===== config.mk =====
export PLATFORM = sky130hd
export DESIGN_NAME = command_bus_owner_fifo_config
export DESIGN_NICKNAME = d
export VERILOG_FILES = /design/src/command_bus_owner_fifo_config.v
export VERILOG_INCLUDE_DIRS = /design/src
export SDC_FILE = /design/constraint.sdc
export NUM_CORES = 2
export LEC_CHECK = 0
export BUFFER_PORTS_ARGS = -buffer_cell sky130_fd_sc_hd__buf_4
export CELL_PAD_IN_SITES_DETAIL_PLACEMENT = 1
export CELL_PAD_IN_SITES_GLOBAL_PLACEMENT = 2
export CORE_MARGIN = 2
export CORE_UTILIZATION = 25
export CTS_CLUSTER_SIZE = 10
export DETAILED_ROUTE_END_ITERATION = 12
export PLACE_DENSITY = 0.48
export SKIP_CTS_REPAIR_TIMING = 1
export SYNTH_ARGS = -nofsm -noshare
export SYNTH_HDL_FRONTEND = slang
export SYNTH_MEMORY_MAX_BITS = 65536
export SYNTH_SLANG_ARGS = --single-unit

===== constraint.sdc =====
create_clock -name clk_in -period 8.6 [get_ports clk_in]
set_input_delay 0.43 -clock clk_in [delete_from_list [all_inputs] [get_ports clk_in]]
set_output_delay 0.43 -clock clk_in [all_outputs]
set_load 0.005 [all_outputs]

===== src/queue_regs_consts.vh =====
// Constants for the command, bus-owner and queue configuration register bank
`ifndef QUEUE_REGS_CONSTS_VH
`define QUEUE_REGS_CONSTS_VH

`define OFS_COMMAND_SELECT    8'h00
`define OFS_BUS_OWNER_CONTROL 8'h01
`define OFS_QUEUE_CONFIG      8'h02
`define OFS_QUEUE_THRESHOLD   8'h03
`define OFS_FILL_COUNT        8'h04
`define OFS_QUEUE_PORT        8'h05

`define CMD_STANDBY_BIT       7
`define CMD_RF_OFF_BIT        6
`define CMD_CODE_MSB          4

`define BOC_UNLOCK_BIT        7
`define BOC_HOST_BIT          6
`define BOC_MODULE_BIT        5
`define BOC_LINK_MSB          3
`define BOC_LINK_LSB          2

`define QCF_DEPTH_BIT         7
`define QCF_NEAR_FULL_BIT     6
`define QCF_NEAR_EMPTY_BIT    5
`define QCF_CLEAR_BIT         4
`define QCF_THR_BIT8          2

`define LINK_OFF              2'h0
`define LINK_SPI              2'h1
`define LINK_LOW_SPEED_TWOWIRE 2'h2
`define LINK_TWOWIRE          2'h3

`define DEPTH_SMALL           10'h0ff
`define DEPTH_LARGE           10'h200
`define QUEUE_WORDS           512
`define STAGE_WORDS           4

`define RST_COMMAND           5'h00
`define RST_LINK_SELECT       2'h0
`define RST_THRESHOLD         9'h000

`endif


===== src/command_bus_owner_fifo_config.v =====
// Register bank for command, bus ownership and queue configuration with its byte buffer
`timescale 1ns/10ps
`default_nettype none
`include "queue_regs_consts.vh"

module stage_fifo #(
  parameter WIDTH = 8,
  parameter DEPTH = `STAGE_WORDS,
  parameter AW    = 2
) (
  input  wire             clk_in,
  input  wire             nrst_in,
  input  wire             clear_in,
  input  wire [WIDTH-1:0] in_data_in,
  input  wire             in_valid_in,
  output wire             in_ready_out,
  output wire [WIDTH-1:0] out_data_out,
  output wire             out_valid_out,
  input  wire             out_ready_in
);
  reg [WIDTH-1:0] mem_r [0:DEPTH-1];
  reg [AW-1:0]    wr_ptr_r;
  reg [AW-1:0]    rd_ptr_r;
  reg [AW:0]      count_r;
  wire            push;
  wire            pop;

  assign in_ready_out  = (count_r != DEPTH[AW:0]);
  assign out_valid_out = (count_r != {(AW+1){1'b0}});
  assign out_data_out  = mem_r[rd_ptr_r];
  assign push          = in_valid_in & in_ready_out;
  assign pop           = out_valid_out & out_ready_in;

  always @(posedge clk_in) begin
    if (push) begin
      mem_r[wr_ptr_r] <= in_data_in;
    end
  end

  always @(posedge clk_in or negedge nrst_in) begin
    if (!nrst_in) begin
      wr_ptr_r <= {AW{1'b0}};
      rd_ptr_r <= {AW{1'b0}};
      count_r  <= {(AW+1){1'b0}};
    end else if (clear_in) begin
      wr_ptr_r <= {AW{1'b0}};
      rd_ptr_r <= {AW{1'b0}};
      count_r  <= {(AW+1){1'b0}};
    end else begin
      if (push) begin
        wr_ptr_r <= wr_ptr_r + 1'b1;
      end
      if (pop) begin
        rd_ptr_r <= rd_ptr_r + 1'b1;
      end
      count_r <= count_r + {{AW{1'b0}}, push} - {{AW{1'b0}}, pop};
    end
  end
endmodule // stage_fifo

module command_bus_owner_fifo_config (
  input  wire       clk_in,
  input  wire       nrst_in,
  input  wire [7:0] reg_addr_in,
  input  wire       reg_wr_in,
  input  wire       reg_rd_in,
  input  wire [7:0] reg_wdata_in,
  output wire       reg_wready_out,
  output reg  [7:0] reg_rdata_out,
  output reg        reg_rvalid_out,
  input  wire       command_done_in,
  output wire       standby_out,
  output wire       rf_frontend_off_out,
  output wire [4:0] command_code_out,
  output reg        command_start_out,
  output wire       host_owns_bus_out,
  output wire       module_owns_bus_out,
  output wire [1:0] coproc_link_select_out,
  output wire       near_full_flag_out,
  output wire       near_empty_flag_out,
  output wire [9:0] fill_count_out
);
  reg        standby_r;
  reg        rf_off_r;
  reg  [4:0] command_r;
  reg        unlock_r;
  reg        host_r;
  reg        module_r;
  reg  [1:0] link_r;
  reg        depth_sel_r;
  reg        thr_bit8_r;
  reg  [7:0] thr_low_r;
  reg  [7:0] queue_mem_r [0:`QUEUE_WORDS-1];
  reg  [8:0] q_wr_ptr_r;
  reg  [8:0] q_rd_ptr_r;
  reg  [9:0] count_r;
  reg  [7:0] rdata_nxt;

  wire       wr_cmd;
  wire       wr_boc;
  wire       wr_qcf;
  wire       wr_thr;
  wire       wr_port;
  wire       rd_port;
  wire       flush;
  wire [9:0] depth;
  wire [9:0] threshold;
  wire       near_full;
  wire       near_empty;
  wire       q_full;
  wire       q_empty;
  wire       q_pop;
  wire       q_push;
  wire [7:0] stage_data;
  wire       stage_valid;
  wire       stage_in_ready;

  assign wr_cmd  = reg_wr_in && (reg_addr_in == `OFS_COMMAND_SELECT);
  assign wr_boc  = reg_wr_in && (reg_addr_in == `OFS_BUS_OWNER_CONTROL);
  assign wr_qcf  = reg_wr_in && (reg_addr_in == `OFS_QUEUE_CONFIG);
  assign wr_thr  = reg_wr_in && (reg_addr_in == `OFS_QUEUE_THRESHOLD);
  assign wr_port = reg_wr_in && (reg_addr_in == `OFS_QUEUE_PORT);
  assign rd_port = reg_rd_in && (reg_addr_in == `OFS_QUEUE_PORT);
  assign flush   = wr_qcf & reg_wdata_in[`QCF_CLEAR_BIT];

  // Depth select chooses the usable size of the same memory
  assign depth      = depth_sel_r ? `DEPTH_SMALL : `DEPTH_LARGE;
  assign threshold  = {1'b0, thr_bit8_r & ~depth_sel_r, thr_low_r};
  assign near_full  = ((depth - count_r) <= threshold);
  assign near_empty = (count_r <= threshold);
  assign q_full     = (count_r >= depth);
  assign q_empty    = (count_r == 10'h000);
  assign q_pop      = rd_port & ~q_empty;
  assign q_push     = stage_valid & ~q_full & ~q_pop;

  // Host writes are staged so a full buffer stalls the port instead of dropping bytes
  stage_fifo #(
    .WIDTH (8),
    .DEPTH (`STAGE_WORDS),
    .AW    (2)
  ) u_stage (
    .clk_in        (clk_in),
    .nrst_in       (nrst_in),
    .clear_in      (flush),
    .in_data_in    (reg_wdata_in),
    .in_valid_in   (wr_port),
    .in_ready_out  (stage_in_ready),
    .out_data_out  (stage_data),
    .out_valid_out (stage_valid),
    .out_ready_in  (q_push)
  );

  assign reg_wready_out         = stage_in_ready;
  assign standby_out            = standby_r;
  assign rf_frontend_off_out    = rf_off_r;
  assign command_code_out       = command_r;
  assign host_owns_bus_out      = host_r;
  assign module_owns_bus_out    = module_r;
  assign coproc_link_select_out = link_r;
  assign near_full_flag_out     = near_full;
  assign near_empty_flag_out    = near_empty;
  assign fill_count_out         = count_r;

  always @(posedge clk_in or negedge nrst_in) begin
    if (!nrst_in) begin
      standby_r         <= 1'b0;
      rf_off_r          <= 1'b0;
      command_r         <= `RST_COMMAND;
      command_start_out <= 1'b0;
    end else begin
      command_start_out <= wr_cmd;
      if (wr_cmd) begin
        standby_r <= reg_wdata_in[`CMD_STANDBY_BIT];
        rf_off_r  <= reg_wdata_in[`CMD_RF_OFF_BIT];
        command_r <= reg_wdata_in[`CMD_CODE_MSB:0];
      end else if (command_done_in) begin
        command_r <= `RST_COMMAND;
      end
    end
  end

  always @(posedge clk_in or negedge nrst_in) begin
    if (!nrst_in) begin
      unlock_r <= 1'b0;
      host_r   <= 1'b0;
      module_r <= 1'b0;
      link_r   <= `RST_LINK_SELECT;
    end else if (wr_boc) begin
      link_r <= reg_wdata_in[`BOC_LINK_MSB:`BOC_LINK_LSB];
      if (unlock_r) begin
        unlock_r <= 1'b0;
        // Both owners at once is refused and leaves ownership as it was
        if (!(reg_wdata_in[`BOC_HOST_BIT] && reg_wdata_in[`BOC_MODULE_BIT])) begin
          host_r   <= reg_wdata_in[`BOC_HOST_BIT];
          module_r <= reg_wdata_in[`BOC_MODULE_BIT];
        end
      end else begin
        unlock_r <= reg_wdata_in[`BOC_UNLOCK_BIT];
      end
    end
  end

  always @(posedge clk_in or negedge nrst_in) begin
    if (!nrst_in) begin
      depth_sel_r <= 1'b0;
      thr_bit8_r  <= 1'b0;
      thr_low_r   <= 8'h00;
    end else begin
      if (wr_qcf) begin
        // No guard against resizing a non-empty buffer; software clears first
        depth_sel_r <= reg_wdata_in[`QCF_DEPTH_BIT];
        thr_bit8_r  <= reg_wdata_in[`QCF_THR_BIT8];
      end
      if (wr_thr) begin
        thr_low_r <= reg_wdata_in;
      end
    end
  end

  always @(posedge clk_in) begin
    if (q_push) begin
      queue_mem_r[q_wr_ptr_r] <= stage_data;
    end
  end

  // A read and a staged byte never move in the same cycle, so the count steps by one
  always @(posedge clk_in or negedge nrst_in) begin
    if (!nrst_in) begin
      q_wr_ptr_r <= 9'h000;
      q_rd_ptr_r <= 9'h000;
      count_r    <= 10'h000;
    end else if (flush) begin
      q_wr_ptr_r <= 9'h000;
      q_rd_ptr_r <= 9'h000;
      count_r    <= 10'h000;
    end else if (q_pop) begin
      q_rd_ptr_r <= q_rd_ptr_r + 9'h001;
      count_r    <= count_r - 10'h001;
    end else if (q_push) begin
      q_wr_ptr_r <= q_wr_ptr_r + 9'h001;
      count_r    <= count_r + 10'h001;
    end
  end

  always @* begin
    rdata_nxt = 8'h00;
    if (reg_addr_in == `OFS_COMMAND_SELECT) begin
      rdata_nxt = {standby_r, rf_off_r, 1'b0, command_r};
    end else if (reg_addr_in == `OFS_BUS_OWNER_CONTROL) begin
      rdata_nxt = {unlock_r, host_r, module_r, 1'b0, link_r, 2'b00};
    end else if (reg_addr_in == `OFS_QUEUE_CONFIG) begin
      rdata_nxt = {depth_sel_r, near_full, near_empty, 2'b00, thr_bit8_r,
                   count_r[9:8]};
    end else if (reg_addr_in == `OFS_QUEUE_THRESHOLD) begin
      rdata_nxt = thr_low_r;
    end else if (reg_addr_in == `OFS_FILL_COUNT) begin
      rdata_nxt = count_r[7:0];
    end else if (reg_addr_in == `OFS_QUEUE_PORT) begin
      rdata_nxt = q_empty ? 8'h00 : queue_mem_r[q_rd_ptr_r];
    end
  end

  always @(posedge clk_in or negedge nrst_in) begin
    if (!nrst_in) begin
      reg_rdata_out  <= 8'h00;
      reg_rvalid_out <= 1'b0;
    end else begin
      reg_rvalid_out <= reg_rd_in;
      if (reg_rd_in) begin
        reg_rdata_out <= rdata_nxt;
      end
    end
  end
endmodule // command_bus_owner_fifo_config
`default_nettype wire


# Word-level counts from Yosys, hierarchy flattened
# Memories as Yosys holds them, arrays and structs flattened.
# Cells that the tools add are included.
[totals]
regBits = 67
mem_bits_rw = 4128
input_bits = 21
out_inout_bits = 34
wordCells = 98
mem_count = 2
[mem_list]
columns = ["memory", "depth", "width", "rd", "rd_ports_with_merged_regs", "write_ports", "line", "rtl"]
rows = [
  ["queue_mem_r", 512, 8, 1, 0, 1, "command_bus_owner_fifo_config.v:93", "reg [7:0] queue_mem_r [0:`QUEUE_WORDS-1];"],
  ["u_stage.mem_r", 4, 8, 1, 0, 1, "command_bus_owner_fifo_config.v:21", "reg [WIDTH-1:0] mem_r [0:DEPTH-1];"],
]
[classes]
add_sub_neg = 9
order_cmp = 3
n_eq_ne = 7
n_mux = 28
n_bitwise = 12
reduce_logical = 18
[op_table]
columns = ["cell", "count"]
rows = [
  ["$mux W8", 7],
  ["$mux W9", 5],
  ["$mux W10", 4],
  ["$le A10 B9 Y1", 2],
  ["$add A9 B1 Y9 const B", 2],
  ["$eq A8 B2 Y1 const B", 2],
  ["$eq A8 B3 Y1 const B", 2],
  ["$add A10 B1 Y10 const B", 1],
  ["$ge A10 B10 Y1", 1],
  ["$logic_not A10 Y1", 1],
  ["$mux W5", 2],
  ["$reduce_bool A2 Y1", 5],
  ["$sub A10 B1 Y10 const B", 1],
  ["$sub A10 B10 Y10", 1],
  ["$eq A8 B1 Y1 const B", 1],
  ["$logic_not A8 Y1", 1],
  ["$mux W2", 4],
  ["$and A1 B1 Y1", 7],
  ["$logic_and A1 B1 Y1", 7],
  ["$reduce_bool A3 Y1", 2],
  ["$mux W1", 5],
  ["$not A1 Y1", 5],
  ["$add A2 B1 Y2 const B", 2],
  ["$add A3 B1 Y3", 1],
  ["6 further kinds", 6],
]

# Logic depth before layout (Yosys ltp)
[logic_depth]
depth_word = 8
mapped_depth = 19
depth_no_buf = 17

# Modules after synthesis
# A second synthesis with hierarchy kept.
[unflattened]
hier_cells = 7872
area_unflattened_um2 = 164672.9
[by_module_without_submodules]
columns = ["module", "n_inst", "cells_per_inst", "area_each_um2", "seq_area_each_um2"]
rows = [
  ["command_bus_owner_fifo_config", 1, 7785, 163050.1, 124499.4],
  ["stage_fifo", 1, 87, 1622.8, 1136.1],
]

# Worst setup path before layout
# OpenSTA, ideal clock, no wires.
[synth_path]
path_kind = "reg-to-reg"
from = "register u_stage.rd_ptr_r[0]"
to = "memory queue_mem_r[0][0], data pin"
setup_time_ns = 0.903
arrival_ns = 4.451
t_required_ns = 7.697
slack_ns = 3.246
stages_incl_launch_ff = 3
path_buffers = 1
period_less_slack_ns = 5.354
cell_sequence = "dfrtp_1 clkbuf_1 mux4_2"
[synth_between]
elab_chain_cells = 1
[synth_rtl]
columns = ["element", "line", "rtl"]
rows = [
  ["start, declared", "command_bus_owner_fifo_config.v:23", "reg [AW-1:0] rd_ptr_r;"],
  ["start signal, assigned", "command_bus_owner_fifo_config.v:43", "rd_ptr_r <= {AW{1'b0}};"],
  ["start signal, assigned", "command_bus_owner_fifo_config.v:47", "rd_ptr_r <= {AW{1'b0}};"],
  ["start signal, assigned", "command_bus_owner_fifo_config.v:54", "rd_ptr_r <= rd_ptr_r + 1'b1;"],
  ["$mem_v2 Z4 W8", "-", ""],
  ["via stage_data[0]", "command_bus_owner_fifo_config.v:114", "wire [7:0] stage_data;"],
  ["end, declared", "command_bus_owner_fifo_config.v:93", ""],
]
# The timed path passes the listed nets, and every way through them passes these cells.

# Worst setup path after layout
[layout_path]
from = "register q_rd_ptr_r[2]"
to = "register reg_rdata_out[5]"
[layout_between]
elab_chain_cells = 8
[layout_rtl]
columns = ["element", "line", "rtl"]
rows = [
  ["start, declared", "command_bus_owner_fifo_config.v:95", "reg [8:0] q_rd_ptr_r;"],
  ["start signal, assigned", "command_bus_owner_fifo_config.v:237", "q_rd_ptr_r <= q_rd_ptr_r + 9'h001;"],
  ["$mem_v2 Z512 W8", "-", ""],
  ["$mux W8", "command_bus_owner_fifo_config.v:259", "rdata_nxt = q_empty ? 8'h00 : queue_mem_r[q_rd_ptr_r];"],
  ["$mux W8", "command_bus_owner_fifo_config.v:258", "end else if (reg_addr_in == `OFS_QUEUE_PORT) begin"],
  ["$mux W8", "command_bus_owner_fifo_config.v:256", "end else if (reg_addr_in == `OFS_FILL_COUNT) begin"],
  ["$mux W8", "command_bus_owner_fifo_config.v:254", "end else if (reg_addr_in == `OFS_QUEUE_THRESHOLD) begin"],
  ["$mux W8", "command_bus_owner_fifo_config.v:251", "end else if (reg_addr_in == `OFS_QUEUE_CONFIG) begin"],
  ["$mux W8", "command_bus_owner_fifo_config.v:249", "end else if (reg_addr_in == `OFS_BUS_OWNER_CONTROL) begin"],
  ["$mux W8", "command_bus_owner_fifo_config.v:247", "if (reg_addr_in == `OFS_COMMAND_SELECT) begin"],
  ["end signal, assigned", "command_bus_owner_fifo_config.v:270", "reg_rdata_out <= rdata_nxt;"],
  ["end, declared", "command_bus_owner_fifo_config.v:69", "output reg [7:0] reg_rdata_out,"],
]
# Every way passes these cells.
# A chain may end at the register's enable or synchronous reset.

==> impl_results.md <==
- Top Ports: 55
- Netlist cell types: 84
- Die Footprint: 665000 µm²
- RSZ-0062 raised after global routing: no
- CP startpoint kind: register
- Synth Register Bits: 4195
- Ys async rst share: 1.60%
- CTS tree: yes
- FP Rows: 297
- Post-DRT Antenna Nets: 0
- GP Congestion: 0.786
- Clk_skew: 0.0791 ns
- Root Driver: clkbuf_16
- Drt first pass iters: 5
- Pleak: 55.1 nW
- CP peak stage delay: 1.18 ns
- Mapped Cells: 7733
- CP Class: register to register
- IO buf count: 54
- Syn Area/Cell: 21.3 µm²
- Vias: 82000
- Seq/Total Area, Yosys: 76.4%
- Initial antenna violation count: 50
- Number of flops mapped to enable cells by yosys: between 4000 and 5000
- CP cell instances: buf_4 -> nand2b_1 -> nor2_1 -> a32oi_1 -> nand3_1 -> a211oi_1 -> nor3_1 -> a41oi_1 -> a211oi_1
- Max-slew headroom: 0.370%
- Layout cells sized above 1: between 20% and 30%
- Measured slew at the worst slew-check pin: 1.48 ns
- MaxCap Viol Count: 3
- CTS Buf Count: approximately 480
- Outcome: finished, violations left
- Number of DRC markers in iteration 0: 8598
- Failing checks: capacitance limit
- Hold WC Path Type: primary input to register
- Clk_lat worst skew: 1.05 ns
- Final setup vio count: 0
- Synth Cell Area: 165000 µm²
- Clk sinks: about 4200
- Top Family by Delay on Critical Path: compound AO/OA/AOI/OAI gates
- Clock Path Buffers: 4
- Worst VDD drop: approximately 0.00025 V
- Vias per inst: 4.85
- Top-count cell post-synth: edfxtp_1
- Crit Path Max Fanout: 28
- Final WL: about 570000 µm
- CORE AREA: about 650000 µm²
- Synth-to-Final Area Change: 14.8%
- WL/cell: approximately 34 µm
- Final Net Count: between 8000 and 9000
- Synth Warn #: 0
- Commonest cells post-synth: edfxtp_1 (4128), mux4_2 (1057), nor2_1 (605), mux2i_1 (242), clkbuf_1 (211)
- Total power: 50.2 mW
- CP Data Arrival Time: 6.54 ns
- Tcrit/Tclk final: about two thirds
- DRC viols: 0
- Final setup TNS: 0 ns
- Starting Density: 25.1%
- Worst path required time: 9.45 ns
- HPWL after detailed placement: 348000 µm
- Multi-input gate area: approximately 36000 µm²
- Vias in the first global route: 86100
- Clock slew seen by the registers of the worst setup and hold paths: 0.06 ns
- Reg area: around 130000 µm²
- Fillers: 66000
- Top cell type by total area after synthesis: edfxtp_1
- Pwr/cell area: 266 nW/µm²
- Fin. Hold Viols: 0
- Max Slew Vio Count: 0
- CP dominant cell by count: a211oi_1
- Htree depth: 5
- Non-Filler Instances: 16900
- Placed Cells: 16200
- Setup crit end kind: register
- Syn_nets: a little under 8000
- First-pass GRT wire length: 775000 µm
- Period minus WS final: 5.69 ns
- Synth top area share: 75.3%
- Gr ovfl total: 0
- Top post-synthesis cells by area: edfxtp_1 (75%), mux4_2 (14%), mux2i_1 (1.5%), nor2_1 (1.4%), dfrtp_1 (1.0%)
- Fmax: 0.176 GHz
- GRT Total Usage: 16.6%
- DIE HEIGHT: between 800 and 900 µm
- Largest net degree at the start of global routing: 182
- Buf/Inv on CP: 1
- Die width: 815 µm
- Critical Path Slowest Stage Cell: nand2b_1
- Most used DFF post-synth: edfxtp_1
-- worst reg2reg max path, stage by stage, from the launching register on --
cell and delay, ns:
dfrtp_4 0.72, buf_4 0.71, nand2b_1 1.21, nor2_1 0.41, a32oi_1 0.29, nand3_1 0.18, a211oi_1 0.86, nor3_1 0.23
a41oi_1 0.79, a211oi_1 0.10
-- area by class of cell --
cell class | instances | share of cell area (%)
flip-flops and latches | 4195 | 66.5
clock buffers | 595 | 6.70
inverters | 47 | 0.0981
repair buffers | 298 | 1.46
diodes | 13 | 0.0172
multi-input cells | 3020 | 19.2
clock inverters | 60 | 0.241
well taps | 8671 | 5.75
-- cell usage in the layout (no fill, tap or decap), types with 46 or more instances in the layout --
cell type,instances
a21oi_1,110
a221oi_1,46
a22oi_1,131
buf_4,244
clkbuf_1,104
clkbuf_16,488
dfrtp_1,59
edfxtp_1,4128
ha_1,47
mux2i_1,242
mux4_2,1049
nand2_1,184
nand3_1,54
nor2_1,594
o21ai_0,62
o22ai_1,48
-- sequential cells by signal, indices dropped and copies added (netlist names), 2 cells and up --
| signal | count |
|---|---|
| u_stage.mem_r | 32 |
| coproc_link_select_out | 2 |
| u_stage.wr_ptr_r | 2 |
| q_rd_ptr_r | 9 |
| q_wr_ptr_r | 9 |
| u_stage.count_r | 3 |
| thr_low_r | 8 |
| reg_rdata_out | 8 |
| fill_count_out | 10 |
| queue_mem_r | 4096 |
| u_stage.rd_ptr_r | 2 |
| command_code_out | 5 |
-- metrics by stage --
step                util (%)  cell area (µm²)  setup slack, ns  hold WS (ns)
finish                  28.8           189000             2.91         0.178
global route            28.8           189000             2.70         0.137
CTS                     28.8           189000             2.82        -0.785
detailed placement      26.8           176000             2.87         0.386
global placement        26.8           176000             2.86         0.378
floorplan                  -           165000             3.25         0.134
-- where the power goes --
group	internal, mW	switching, mW	leakage, nW
clock network	10.2	8.03	6.38
logic	1.20	5.18	10.8
registers	25.5	0.144	37.9
-- routing by layer --
| layer | GRT usage (%) | vias up | part of all wire (%) |
|---|---|---|---|
| met5 | 0 | - | 0 |
| met4 | 3.89 | 0 | 2.6 |
| met3 | 2.01 | 656 | 5.1 |
| met2 | 27.0 | 2549 | 47 |
| met1 | 23.8 | 46000 | 45 |
| li1 | - | 32800 | - |
-- path summary, 6_finish.rpt --
path | from | endpoint | slack, ns | cells past startpoint
max in group asynchronous | nrst_in | q_rd_ptr_r[5] | 7.34 | 4
worst max-delay path | q_rd_ptr_r[2] | reg_rdata_out[5] | 2.91 | 9
worst min register to register | thr_low_r[2] | thr_low_r[2] | 0.52 | 1
worst min-delay path | reg_addr_in[3] | reg_rdata_out[5] | 0.18 | 4
min in group asynchronous | nrst_in | thr_low_r[4] | 0.45 | 4
worst max register to register | q_rd_ptr_r[2] | reg_rdata_out[5] | 2.91 | 9
-- cell families after synthesis --
logic type | count (synthesis) | synth area share [%]
DFF | 4195 | 76.4
buffers and inverters | 518 | 1.76
adders and majority gates | 50 | 0.394
and+or+nand+nor | 1020 | 2.67
xor gates and xnor gates | 29 | 0.154
AOI/OAI and AO/OA | 598 | 2.55
muxes | 1323 | 16.1
No activity file was read; power rests on OpenSTA's default activity.
